`src/inc/idle_gating_regs.vh`:
```
// register map, field positions and reset values of the peripheral idle gating
// block; included by design files, holds definitions only.
//
// Behaviour
// RL1 - select register at 0x9400, bits 15-14 reserved
// RL2 - bit 13 gates miscellaneous group on idle
// RL3 - miscellaneous group: bus, timeout, clock registers
// RL4 - bit 12 gates external memory interface
// RL5 - bit 11 gates os tick timer
// RL6 - bit 10 gates watchdog timer
// RL7 - bit 9 gates parallel io port
// RL8 - bit 8 uart, bit 7 i2c
// RL9 - bit 6 gates identification module
// RL10 - bit 5 gates general-purpose io block
// RL11 - bits 4,3,2 gate serial ports 2,1,0
// RL12 - bit 1 gates timer one
// RL13 - bit 0 gates timer zero
// RL14 - idle with request clear wakes every peripheral
// RL15 - idle with request set wakes unselected peripherals
// RL16 - all select bits reset to zero
// RL17 - request bit idles only selected peripherals
// RL18 - status bit reports peripherals idled
// RL19 - reserved bits ignore writes, read zero
`ifndef IDLE_GATING_REGS_VH
`define IDLE_GATING_REGS_VH

// -------------------------------------------------------------------
// register offsets (byte addresses)
// -------------------------------------------------------------------
`define SELECT_ADDR 16'h9400
`define CONTROL_ADDR 16'h9404
`define STATUS_ADDR 16'h9408
`define GATE_ADDR 16'h940C

// -------------------------------------------------------------------
// fields
// -------------------------------------------------------------------
`define SEL_WIDTH 14
`define SEL_RESET 14'h0000
`define REQ_BIT 3
`define STAT_BIT 3
`define BIT_MISC 13
`define BIT_EXTMEM 12
`define BIT_TICK 11
`define BIT_WDOG 10
`define BIT_PPORT 9
`define BIT_UART 8
`define BIT_I2C 7
`define BIT_IDENT 6
`define BIT_GPIO 5
`define BIT_SPORT2 4
`define BIT_SPORT1 3
`define BIT_SPORT0 2
`define BIT_TIMER1 1
`define BIT_TIMER0 0

`endif

```
`src/design/sel_store.v`:
```
// holds the fourteen writable select bits.
// assumes write strobe and data come from the bus slave on the same clock.
`timescale 1ns/1ps
`include "idle_gating_regs.vh"
module sel_store #(
    parameter WIDTH = `SEL_WIDTH
) (
    input wire pclk,
    input wire presetn,
    input wire wr_en,
    input wire [WIDTH-1:0] wr_data,
    output reg [WIDTH-1:0] q_r
);
    always @(posedge pclk or negedge presetn) begin
        if (!presetn) begin
            q_r <= `SEL_RESET; // RL16
        end else if (wr_en) begin
            q_r <= wr_data;
        end
    end
endmodule

```
`src/design/peripheral_idle_gating.v`:
```
// peripheral idle gating: select register, idle request/status and the
// per-peripheral gate outputs, reached over apb.
// assumes idle_exec is a one-cycle pulse from core logic on pclk.
// reset is asynchronous and active low; every gate starts low.
`timescale 1ns/1ps
`include "idle_gating_regs.vh"
module peripheral_idle_gating (
    input wire pclk,
    input wire presetn,
    input wire psel,
    input wire penable,
    input wire pwrite,
    input wire [15:0] paddr,
    input wire [31:0] pwdata,
    output reg [31:0] prdata,
    output reg pready,
    output reg pslverr,
    input wire idle_exec,
    output reg peripheral_idle_status,
    output reg misc_gate,
    output reg external_memory_gate,
    output reg os_tick_timer_gate,
    output reg watchdog_gate,
    output reg parallel_port_gate,
    output reg async_serial_gate,
    output reg i2c_gate,
    output reg identification_gate,
    output reg gpio_gate,
    output reg serial_port2_gate,
    output reg serial_port1_gate,
    output reg serial_port0_gate,
    output reg timer_one_gate,
    output reg timer_zero_gate
);
    // ---------------------------------------------------------------
    // address decode
    // ---------------------------------------------------------------
    function is_select;
        input [15:0] a;
        begin
            is_select = (a == `SELECT_ADDR);
        end
    endfunction

    function is_control;
        input [15:0] a;
        begin
            is_control = (a == `CONTROL_ADDR);
        end
    endfunction

    function is_status;
        input [15:0] a;
        begin
            is_status = (a == `STATUS_ADDR);
        end
    endfunction

    function is_gate_view;
        input [15:0] a;
        begin
            is_gate_view = (a == `GATE_ADDR);
        end
    endfunction

    function mapped;
        input [15:0] a;
        begin
            mapped = is_select(a) || is_control(a) || is_status(a) ||
                is_gate_view(a);
        end
    endfunction

    // ---------------------------------------------------------------
    // bus decode
    // ---------------------------------------------------------------
    wire setup = psel && !penable;
    // writes commit at the access edge, where the master samples pready
    wire access = psel && penable && pready;
    wire wr_sel = access && pwrite && is_select(paddr);
    wire wr_ctl = access && pwrite && is_control(paddr);
    wire [`SEL_WIDTH-1:0] sel_q;
    reg peripheral_idle_request_r;
    reg [`SEL_WIDTH-1:0] gate_r;
    reg [`SEL_WIDTH-1:0] gate_nxt;
    reg [31:0] rdata_nxt;

    // writes to bits 15-14 are dropped by taking only the low field
    sel_store #(
        .WIDTH(`SEL_WIDTH)
    ) u_sel (
        .pclk(pclk),
        .presetn(presetn),
        .wr_en(wr_sel), // RL1 RL19
        .wr_data(pwdata[`SEL_WIDTH-1:0]),
        .q_r(sel_q)
    );

    // ---------------------------------------------------------------
    // idle request and gating
    // ---------------------------------------------------------------
    always @(posedge pclk or negedge presetn) begin
        if (!presetn) begin
            peripheral_idle_request_r <= 1'b0;
        end else if (wr_ctl) begin
            peripheral_idle_request_r <= pwdata[`REQ_BIT];
        end
    end

    // gating only changes on an idle instruction; request clear wakes all
    // and request set re-evaluates every bit, so cleared bits wake
    always @* begin
        gate_nxt = gate_r;
        if (idle_exec) begin
            if (peripheral_idle_request_r) begin
                gate_nxt = sel_q; // RL17 RL15
            end else begin
                gate_nxt = {`SEL_WIDTH{1'b0}}; // RL14
            end
        end
    end

    always @(posedge pclk or negedge presetn) begin
        if (!presetn) begin
            gate_r <= `SEL_RESET;
        end else begin
            gate_r <= gate_nxt;
        end
    end

    // status only moves on an idle instruction, like the gates it reports
    always @(posedge pclk or negedge presetn) begin
        if (!presetn) begin
            peripheral_idle_status <= 1'b0;
        end else if (idle_exec) begin
            peripheral_idle_status <= peripheral_idle_request_r; // RL18
        end
    end

    // ---------------------------------------------------------------
    // gate outputs, one flip-flop each
    // ---------------------------------------------------------------
    // one gate serves the bus, timeout, timer select and clock regs
    always @(posedge pclk or negedge presetn) begin
        if (!presetn) begin
            misc_gate <= 1'b0;
        end else begin
            misc_gate <= gate_nxt[`BIT_MISC]; // RL2 RL3
        end
    end

    always @(posedge pclk or negedge presetn) begin
        if (!presetn) begin
            external_memory_gate <= 1'b0;
        end else begin
            external_memory_gate <= gate_nxt[`BIT_EXTMEM]; // RL4
        end
    end

    always @(posedge pclk or negedge presetn) begin
        if (!presetn) begin
            os_tick_timer_gate <= 1'b0;
        end else begin
            os_tick_timer_gate <= gate_nxt[`BIT_TICK]; // RL5
        end
    end

    always @(posedge pclk or negedge presetn) begin
        if (!presetn) begin
            watchdog_gate <= 1'b0;
        end else begin
            watchdog_gate <= gate_nxt[`BIT_WDOG]; // RL6
        end
    end

    always @(posedge pclk or negedge presetn) begin
        if (!presetn) begin
            parallel_port_gate <= 1'b0;
        end else begin
            parallel_port_gate <= gate_nxt[`BIT_PPORT]; // RL7
        end
    end

    always @(posedge pclk or negedge presetn) begin
        if (!presetn) begin
            async_serial_gate <= 1'b0;
        end else begin
            async_serial_gate <= gate_nxt[`BIT_UART]; // RL8
        end
    end

    always @(posedge pclk or negedge presetn) begin
        if (!presetn) begin
            i2c_gate <= 1'b0;
        end else begin
            i2c_gate <= gate_nxt[`BIT_I2C]; // RL8
        end
    end

    always @(posedge pclk or negedge presetn) begin
        if (!presetn) begin
            identification_gate <= 1'b0;
        end else begin
            identification_gate <= gate_nxt[`BIT_IDENT]; // RL9
        end
    end

    always @(posedge pclk or negedge presetn) begin
        if (!presetn) begin
            gpio_gate <= 1'b0;
        end else begin
            gpio_gate <= gate_nxt[`BIT_GPIO]; // RL10
        end
    end

    always @(posedge pclk or negedge presetn) begin
        if (!presetn) begin
            serial_port2_gate <= 1'b0;
        end else begin
            serial_port2_gate <= gate_nxt[`BIT_SPORT2]; // RL11
        end
    end

    always @(posedge pclk or negedge presetn) begin
        if (!presetn) begin
            serial_port1_gate <= 1'b0;
        end else begin
            serial_port1_gate <= gate_nxt[`BIT_SPORT1]; // RL11
        end
    end

    always @(posedge pclk or negedge presetn) begin
        if (!presetn) begin
            serial_port0_gate <= 1'b0;
        end else begin
            serial_port0_gate <= gate_nxt[`BIT_SPORT0]; // RL11
        end
    end

    always @(posedge pclk or negedge presetn) begin
        if (!presetn) begin
            timer_one_gate <= 1'b0;
        end else begin
            timer_one_gate <= gate_nxt[`BIT_TIMER1]; // RL12
        end
    end

    always @(posedge pclk or negedge presetn) begin
        if (!presetn) begin
            timer_zero_gate <= 1'b0;
        end else begin
            timer_zero_gate <= gate_nxt[`BIT_TIMER0]; // RL13
        end
    end

    // ---------------------------------------------------------------
    // register read mux
    // ---------------------------------------------------------------
    // unused and reserved bits of every word read as zero
    always @* begin
        rdata_nxt = 32'h00000000;
        if (is_select(paddr)) begin
            rdata_nxt[`SEL_WIDTH-1:0] = sel_q; // RL19
        end else if (is_control(paddr)) begin
            rdata_nxt[`REQ_BIT] = peripheral_idle_request_r;
        end else if (is_status(paddr)) begin
            rdata_nxt[`STAT_BIT] = peripheral_idle_status;
        end else if (is_gate_view(paddr)) begin
            rdata_nxt[`SEL_WIDTH-1:0] = gate_r;
        end
    end

    // ---------------------------------------------------------------
    // apb answer: ready in the first access cycle
    // ---------------------------------------------------------------
    // no wait states: every setup cycle is answered in the next one
    always @(posedge pclk or negedge presetn) begin
        if (!presetn) begin
            pready <= 1'b0;
        end else begin
            pready <= setup;
        end
    end

    // unmapped accesses answer with an error; reads return zero, writes drop
    always @(posedge pclk or negedge presetn) begin
        if (!presetn) begin
            pslverr <= 1'b0;
        end else begin
            pslverr <= setup && !mapped(paddr);
        end
    end

    // read data stand for the access cycle only and read zero otherwise
    always @(posedge pclk or negedge presetn) begin
        if (!presetn) begin
            prdata <= 32'h00000000;
        end else if (setup && !pwrite) begin
            prdata <= rdata_nxt;
        end else begin
            prdata <= 32'h00000000;
        end
    end
endmodule

```
`config.mk`:
```
export PLATFORM = sky130hd
export DESIGN_NAME = peripheral_idle_gating
export DESIGN_NICKNAME = d
export VERILOG_FILES = /design/src/design/sel_store.v /design/src/design/peripheral_idle_gating.v
export VERILOG_INCLUDE_DIRS = /design/src /design/src/inc
export SDC_FILE = /design/constraint.sdc
export NUM_CORES = 1
export LEC_CHECK = 0
export BUFFER_PORTS_ARGS = -buffer_cell sky130_fd_sc_hd__buf_2
export CAP_MARGIN = 40
export CORE_UTILIZATION = 48
export CTS_CLUSTER_SIZE = 40
export DETAILED_ROUTE_END_ITERATION = 16
export PLACE_DENSITY = 0.86
export REMOVE_ABC_BUFFERS = 1
export SYNTH_ARGS = -nofsm -noshare
export SYNTH_HDL_FRONTEND = slang
export SYNTH_SLANG_ARGS = --single-unit
```
`constraint.sdc`:
```
create_clock -name pclk -period 2.13 [get_ports pclk]
set_input_delay 0.213 -clock pclk [delete_from_list [all_inputs] [get_ports pclk]]
set_output_delay 0.213 -clock pclk [all_outputs]
set_load 0.02 [all_outputs]
```
# Word level (Yosys, flattened, before mapping)
# Cells that the tools add are included.
totals:
  ff_bits: 78
classes:
  mux: 11
  n_eq_ne: 4
  reduce_logical: 14
ops:
  columns: ["op", "count"]
  rows:
  - ["$mux W14", 5]
  - ["$eq A16 B16 Y1 const B", 4]
  - ["$mux W10", 2]
  - ["$logic_and A1 B1 Y1", 8]
  - ["$mux W3", 2]
  - ["$logic_not A1 Y1", 3]
  - ["$logic_or A1 B1 Y1", 3]
  - ["$mux W1", 2]

# Logic depth before layout (Yosys ltp)
# Gate-level depths: netlist of run 1.
logic_depth:
  depth_word: 6
  ltp_mapped: 5
  ltp_nobuf: 4

# Modules after synthesis
# A second synthesis of run 1 with hierarchy kept.
unflattened:
  cells_unflattened: 174
  area_unflattened_um2: 1989.4
modules_own_cells:
  columns: ["mod", "n_inst", "cells_each", "seq_area_each_um2", "area_per_inst_um2"]
  rows:
  - ["peripheral_idle_gating", 1, 145, 800.8, 1470.2]
  - ["sel_store", 1, 29, 350.3, 519.2]

# Worst setup path after synthesis of run 1
# OpenSTA, ideal clock, no wires.
synth_path:
  path_kind: "input -> register"
  start: "in paddr[4]"
  end: "reg u_sel.q_r[10]"
  arrival_time_ps: 1535
  setup_slack_ps: 470
  path_stages: 5
  path_cell_list: "nor4_2 -> nand4_2 -> nor4_4 -> buf_6 -> mux2_2"
synth_via:
  elab_chain_cells: 2
synth_lines:
  columns: ["element", "line_no", "source"]
  rows:
  - ["start: declaration", "peripheral_idle_gating.v:13", "input wire [15:0] paddr,"]
  - ["$eq A16 B16 Y1 (no line)", null, null]
  - ["$logic_and A1 B1 Y1", "peripheral_idle_gating.v:80", "wire wr_sel = access && pwrite && is_select(paddr);"]
  - ["end signal: assignment", "sel_store.v:16", "q_r <= `SEL_RESET;"]
  - ["end signal: assignment", "sel_store.v:18", "q_r <= wr_data;"]
  - ["end: declaration", "sel_store.v:12", "output reg [WIDTH-1:0] q_r"]
# No other way between the ends.
# A chain may end at the register's enable or synchronous reset.

# Worst setup path in the final report of run 1
layout_path:
  start: "in paddr[9]"
  end: "reg u_sel.q_r[2]"
# The elaborated chain is that of the path after synthesis.

==> results of run 1 <==
## report_power, final
part | switching [mW] | internal, mW
clock | 0.273 | 0.262
combinational | 0.0793 | 0.0346
sequential | 0.000842 | 0.874
## layout by cell type, fill, tap and decap left out, drive strengths merged
cell type	synthesis	final
a22oi	13	13
and2	2	2
and4bb	1	1
buf	20	70
clkbuf	7	7
clkinv	0	1
conb	1	18
dfrtp	46	46
dlygate4sd3	0	1
inv	15	15
mux2	16	16
mux4	1	1
nand3	14	14
nand4	2	2
nor2	15	15
nor2b	2	2
nor4	3	3
nor4b	1	1
o21ai	14	14
or3b	1	1
## state kept, by name, summed over array words and instances (netlist names)
name and flops:
peripheral_idle_status 1, gate_r 14, pslverr 1, u_sel.q_r 14, prdata 14, pready 1, peripheral_idle_request_r 1
## cell usage after synthesis
cell type | number | share of area, %
nand4_1 | 1 | 0.31
and2_1 | 1 | 0.31
inv_1 | 15 | 2.8
nor4b_2 | 1 | 0.75
nor2_1 | 15 | 2.8
o21ai_0 | 14 | 3.5
nor4_4 | 1 | 1.1
nor2b_1 | 2 | 0.62
nand4_2 | 1 | 0.62
clkbuf_1 | 7 | 1.3
nor4_1 | 1 | 0.31
dfrtp_1 | 46 | 57
mux2_2 | 16 | 9.0
a22oi_1 | 13 | 4.9
conb_1 | 1 | 0.19
and4bb_2 | 1 | 0.62
and2_2 | 1 | 0.37
nand3_1 | 14 | 3.5
buf_6 | 1 | 0.56
or3b_1 | 1 | 0.44
nor4_2 | 1 | 0.62
buf_2 | 1 | 0.25
mux4_2 | 1 | 1.1
buf_4 | 18 | 6.7
## stage by stage
stage                     util [%]  hold WS, ps
final                        60.43        101.1
after global routing         60.43        104.9
after CTS                    60.43        95.26
after detailed placement     57.90        114.5
after global placement       57.90        107.0
after floorplan                  -       -82.59
## what timing repair did
item,CTS,global route
hold endpoints to repair,12,0
gates resized for setup,0,0
hold buffers,1,0
## layer usage
layer	share of wire [%]	vias to the layer above	GRT usage, %
met4	1.3	0	7.713
met2	53	40	36.49
met5	0	-	0
met3	4.9	6	4.795
met1	41	679	22.16
li1	-	690	-
## cell families after synthesis
logic type / synth area share [%]
AO/OA/AOI/OAI: 8.354
AND/OR/NAND/NOR: 12.34
multiplexers: 10.10
flip-flops: 57.36
buffers and inverters: 11.66
other: 0.1869
## worst paths after layout
check	startpoint	to	slack, ps
min in group asynchronous	presetn	prdata[6]	320
setup / recovery	paddr[9]	u_sel.q_r[2]	610
max in group asynchronous	presetn	pready	1230
setup reg to reg	pready	u_sel.q_r[2]	660
hold reg to reg	u_sel.q_r[9]	gate_r[9]	540
hold / removal	penable	pready	100
## cell type report
class | instances | area [sq um]
clock buffer | 7 | 86.33
inverter | 15 | 56.30
clock inverter | 1 | 5.005
sequential | 46 | 1151
tap | 50 | 62.56
fill | 364 | 1583
multi-input combinational | 103 | 685.7
timing repair buffer | 71 | 370.4
## worst max-delay path, cell delays in order
cell and delay [ps]:
buf_2 100, nor4b_2 290, nand4_2 210, nor4_4 240, buf_4 280, mux2_2 360
==> flow_metrics.tcl, run 1 <==
set metrics [dict create \
    clk_path_buf_depth 2 \
    rr_worst_depth 4 \
    grt_pass1_wl_mm 6.472 \
    diodes 0 \
    setup_violations 0 \
    fin_area_sq_mm 0.002417 \
    via_count 1415 \
    worst_pin_slew_ps 584.2 \
    crit_required_ps 2310 \
    start_kind "primary input" \
    pre_cts_slack_ps 293.4 \
    netlist_area_sq_mm 0.002007 \
    grt_overflow 0 \
    max-vdd-ir-drop_uv 412.2 \
    portBuffers 66 \
    whs_path_depth 2 \
    firstDrtPassIters 4 \
    rsz0062_at_grt "false" \
    leakagePower_nw 1.255 \
    post_dp_cell_area_sq_mm 0.002316 \
    worstPathMaxFanout 14 \
    area_delta_synth_final_pct 20.45 \
    drc 0 \
    cts_setup_buffers 0 \
    ys_ff_latch 46 \
    clkSinkCount 46 \
    first_iter_violations 83 \
    routed_via_density 4.829 \
    die_w_microns 66.66 \
    max_freq_mhz 657.4 \
    finalSetupTns_ps 0 \
    start_util_pct 50.17 \
    drive_gt1_share_pct 41.15 \
    ios 103 \
    cts_root_buf "clkbuf_8" \
    cts_buffers 5 \
    ant_nets 0 \
    synthesis.instances 174 \
    tritoncts "done" \
    place.gp.congestion 0.7210 \
    antenna_found_initial 0 \
    rows 23 \
    drv_cap 0 \
    period_needed_ps 1521 \
    dp.cells 284 \
    powerDensity_mw_per_mm2 630.4 \
    coreArea_sq_mm 0.004000 \
    critPathArrivalTime_ps 1700 \
    grt_usage_pct 20.02 \
    yosysWarningCount 0 \
    grt_pass1_vias 1450 \
    htree_levels 2 \
    power.total_mw 1.524 \
    outcome "completed" \
    avgSynthCellArea_sq_um 11.53 \
    ys_seq_area_share_pct 57.36 \
    clk-insertion-delay-late_ps 300 \
    clk_pin_slew_ps 80 \
    report.final.slew_viol_count 0 \
    die_h_microns 66.66 \
    relSlewSlack_pct 61.05 \
    critPathCaptureType "flop" \
    setup_ws_ps 608.9 \
    grt_max_degree 30 \
    dp_hpwl_mm 2.800 \
    layoutNonFillerInstCount 293 \
    synthDistinctLibCells 24 \
    fin_skew_ps 5.157 \
    postRouteWirelength_mm 3.937 \
    die_area_sq_mm 0.004444 \
    nets 296 \
    hold_class "primary input to flop" \
    wl_per_cell_microns 13.44 \
    hold_viol 0 \
    finalCritPeriodShare_pct 71.41 \
    critical_path_class "primary input to flop" \
]
Power figures use the tool's default switching activity.
==> run 2, diff against run 1 <==
Settings changed: ABC_AREA from default to 1, CORE_UTILIZATION 48 to 42, PLACE_DENSITY 0.86 to 0.77.
Clock period 2.13 ns to 1.3 ns, I/O delays scaled along.
==> flow_metrics.tcl, run 2 <==
set metrics [dict create \
    place.gp.congestion 0.7832 \
    nets 385 \
    final_common_cell "buf_2" \
    crit_required_ps 1490 \
    drive_gt1_share_pct 35.54 \
    layoutNonFillerInstCount 402 \
    max-vdd-ir-drop_uv 604.6 \
    yosys-top-cells-area "dfrtp_1 (50%), nand4_1 (8.1%), buf_4 (6.2%), inv_1 (5.9%), o21ai_2 (5.3%)" \
    synth_area_leader_cell "dfrtp_1" \
    powerDensity_mw_per_mm2 944.5 \
    synth-edff-count 0 \
    first_iter_violations 123 \
    dp.cells 393 \
    via_count 1960 \
    finalCritPeriodShare_pct 91.44 \
    synth_compound_area_share_pct 12.48 \
    rsz0062_at_grt "false" \
    grt_pass1_wl_mm 8.114 \
    avgSynthCellArea_sq_um 9.008 \
    setup_violations 0 \
    die_h_microns 76.10 \
    report.final.slew_viol_count 0 \
    worst_pin_slew_ps 525.0 \
    cts_root_buf "clkbuf_8" \
    die_w_microns 76.10 \
    grt_overflow 0 \
    finalSetupTns_ps 0 \
    netlist_area_sq_mm 0.002306 \
    rows 26 \
    synthDistinctLibCells 26 \
    ios 103 \
    clkSinkCount 46 \
    hold_class "primary input to flop" \
    final_cell_mix "buf_2 (66), dfrtp_1 (46), inv_1 (36), nand4_1 (30), nand2_1 (23)" \
    start_kind "flop" \
    yosysWarningCount 0 \
    wl_per_cell_microns 12.13 \
    worstPathMaxFanout 18 \
    reg_top3 "gate_r (14), prdata (14), u_sel.q_r (14)" \
    ys_seq_area_share_pct 49.92 \
    fin_skew_ps 6.796 \
    leakagePower_nw 1.476 \
    synth_top_area_share_pct 49.92 \
    period_needed_ps 1189 \
    drc 0 \
    yosys-top-cells-count "dfrtp_1 (46), inv_1 (36), nand4_1 (30)" \
    area_delta_synth_final_pct 23.87 \
    clk_pin_slew_ps 80 \
    htree_levels 2 \
    setup.worst_path.start "pready" \
    yosysMostFrequentCell "dfrtp_1" \
    synth_simple_gate_area_share_pct 21.22 \
    postRouteWirelength_mm 4.875 \
    clk-insertion-delay-late_ps 300 \
    post_dp_cell_area_sq_mm 0.002728 \
    grt_util_met2_pct 29.64 \
    cts_buffers 5 \
    grtUsageMet3_pct 3.713 \
    hold_viol 0 \
    grt_usage_pct 17.84 \
    met1_usage_pct 22.60 \
    dp_hpwl_mm 3.535 \
    tritoncts "done" \
    relSlewSlack_pct 64.91 \
    critPathCaptureType "flop" \
    start_util_pct 44.30 \
    synthesis.instances 256 \
    grt_pass1_vias 1729 \
    firstDrtPassIters 4 \
    max_freq_mhz 841.3 \
    portBuffers 66 \
    hold_ws_ps 62.49 \
    ant_nets 0 \
    async_reset_ff_share_pct 100.0 \
    critPathArrivalTime_ps 1380 \
    synthMuxAreaShare_pct 0 \
    synthXorXnorAreaFrac_pct 0 \
    grt_max_degree 30 \
    die_area_sq_mm 0.005790 \
    critical_path_class "flop to flop" \
    drv_cap 0 \
    synth_ff_type "dfrtp_1" \
    power.total_mw 2.698 \
    synthAdderAreaFrac_pct 0 \
    diodes 0 \
    r2r_start "pready" \
    grt_most_used_layer "met2" \
    clk_path_buf_depth 2 \
    min_from "pwdata[12]" \
    coreArea_sq_mm 0.005205 \
    synth_top_family_by_area "simple AND/OR/NAND/NOR gates" \
    antenna_found_initial 0 \
    outcome "completed" \
    fin_area_sq_mm 0.002856 \
    routed_via_density 4.876 \
    ys_ff_latch 46 \
]
run 2: metal layers:
layer | share of wire [%] | up-vias
met1 | 44 | 917
met4 | 1.3 | 0
met3 | 5.9 | 7
li1 | - | 961
met2 | 49 | 75
met5 | 0 | -
run 2: per-stage QoR:
stage,utilization (%),worst slack (ps)
after global routing,54.88,26.56
after detailed placement,52.40,32.47
after CTS,54.64,16.16
after floorplan,-,-479.0
final,54.88,111.3
after global placement,52.40,48.50
run 2: cells by family after synthesis:
family,after synthesis
other,1
AND/OR/NAND/NOR,89
buffers and inverters,74
flip-flops,46
AO/OA/AOI/OAI,46
run 2: where the power goes:
part | leakage, nW | internal, mW | total, mW | switching [mW]
Combinational | 0.783 | 0.0706 | 0.237 | 0.166
Sequential | 0.641 | 1.43 | 1.43 | 0.00173
Clock | 0.0524 | 0.575 | 1.03 | 0.452
run 2: what timing repair did:
item	in CTS	in global routing
endpoints found under the setup margin	0	14
resized for setup	0	3
hold buffers	1	0
buffers inserted	0	0
endpoints found under the hold margin	16	0
run 2: worst max-delay path, cell delays in order, from the launching register on:
cell and delay [ps]:
dfrtp_1 380, nand3_2 100, nor2_4 140, nand4_4 150, buf_12 190, nand2_1 80, o21ai_2 50
run 2: layout make-up:
type | instances | area, sq um
Fill cell | 470 | 2349
Clock inverter | 1 | 30.03
Sequential cell | 46 | 1151
Tap cell | 70 | 87.58
Multi-Input combinational cell | 153 | 857.1
Timing Repair Buffer | 86 | 508.0
Clock buffer | 7 | 76.32
Inverter | 39 | 146.4
run 2: final timing paths:
check / slack [ps] / to / depth (start not counted)
setup / recovery: 110 / u_sel.q_r[2] / 6
setup reg to reg: 110 / u_sel.q_r[2] / 6
hold / removal: 60 / u_sel.q_r[12] / 3
hold reg to reg: 500 / u_sel.q_r[3] / 2
max in group asynchronous: 480 / gate_r[3] / 3
min in group asynchronous: 290 / gate_r[11] / 2
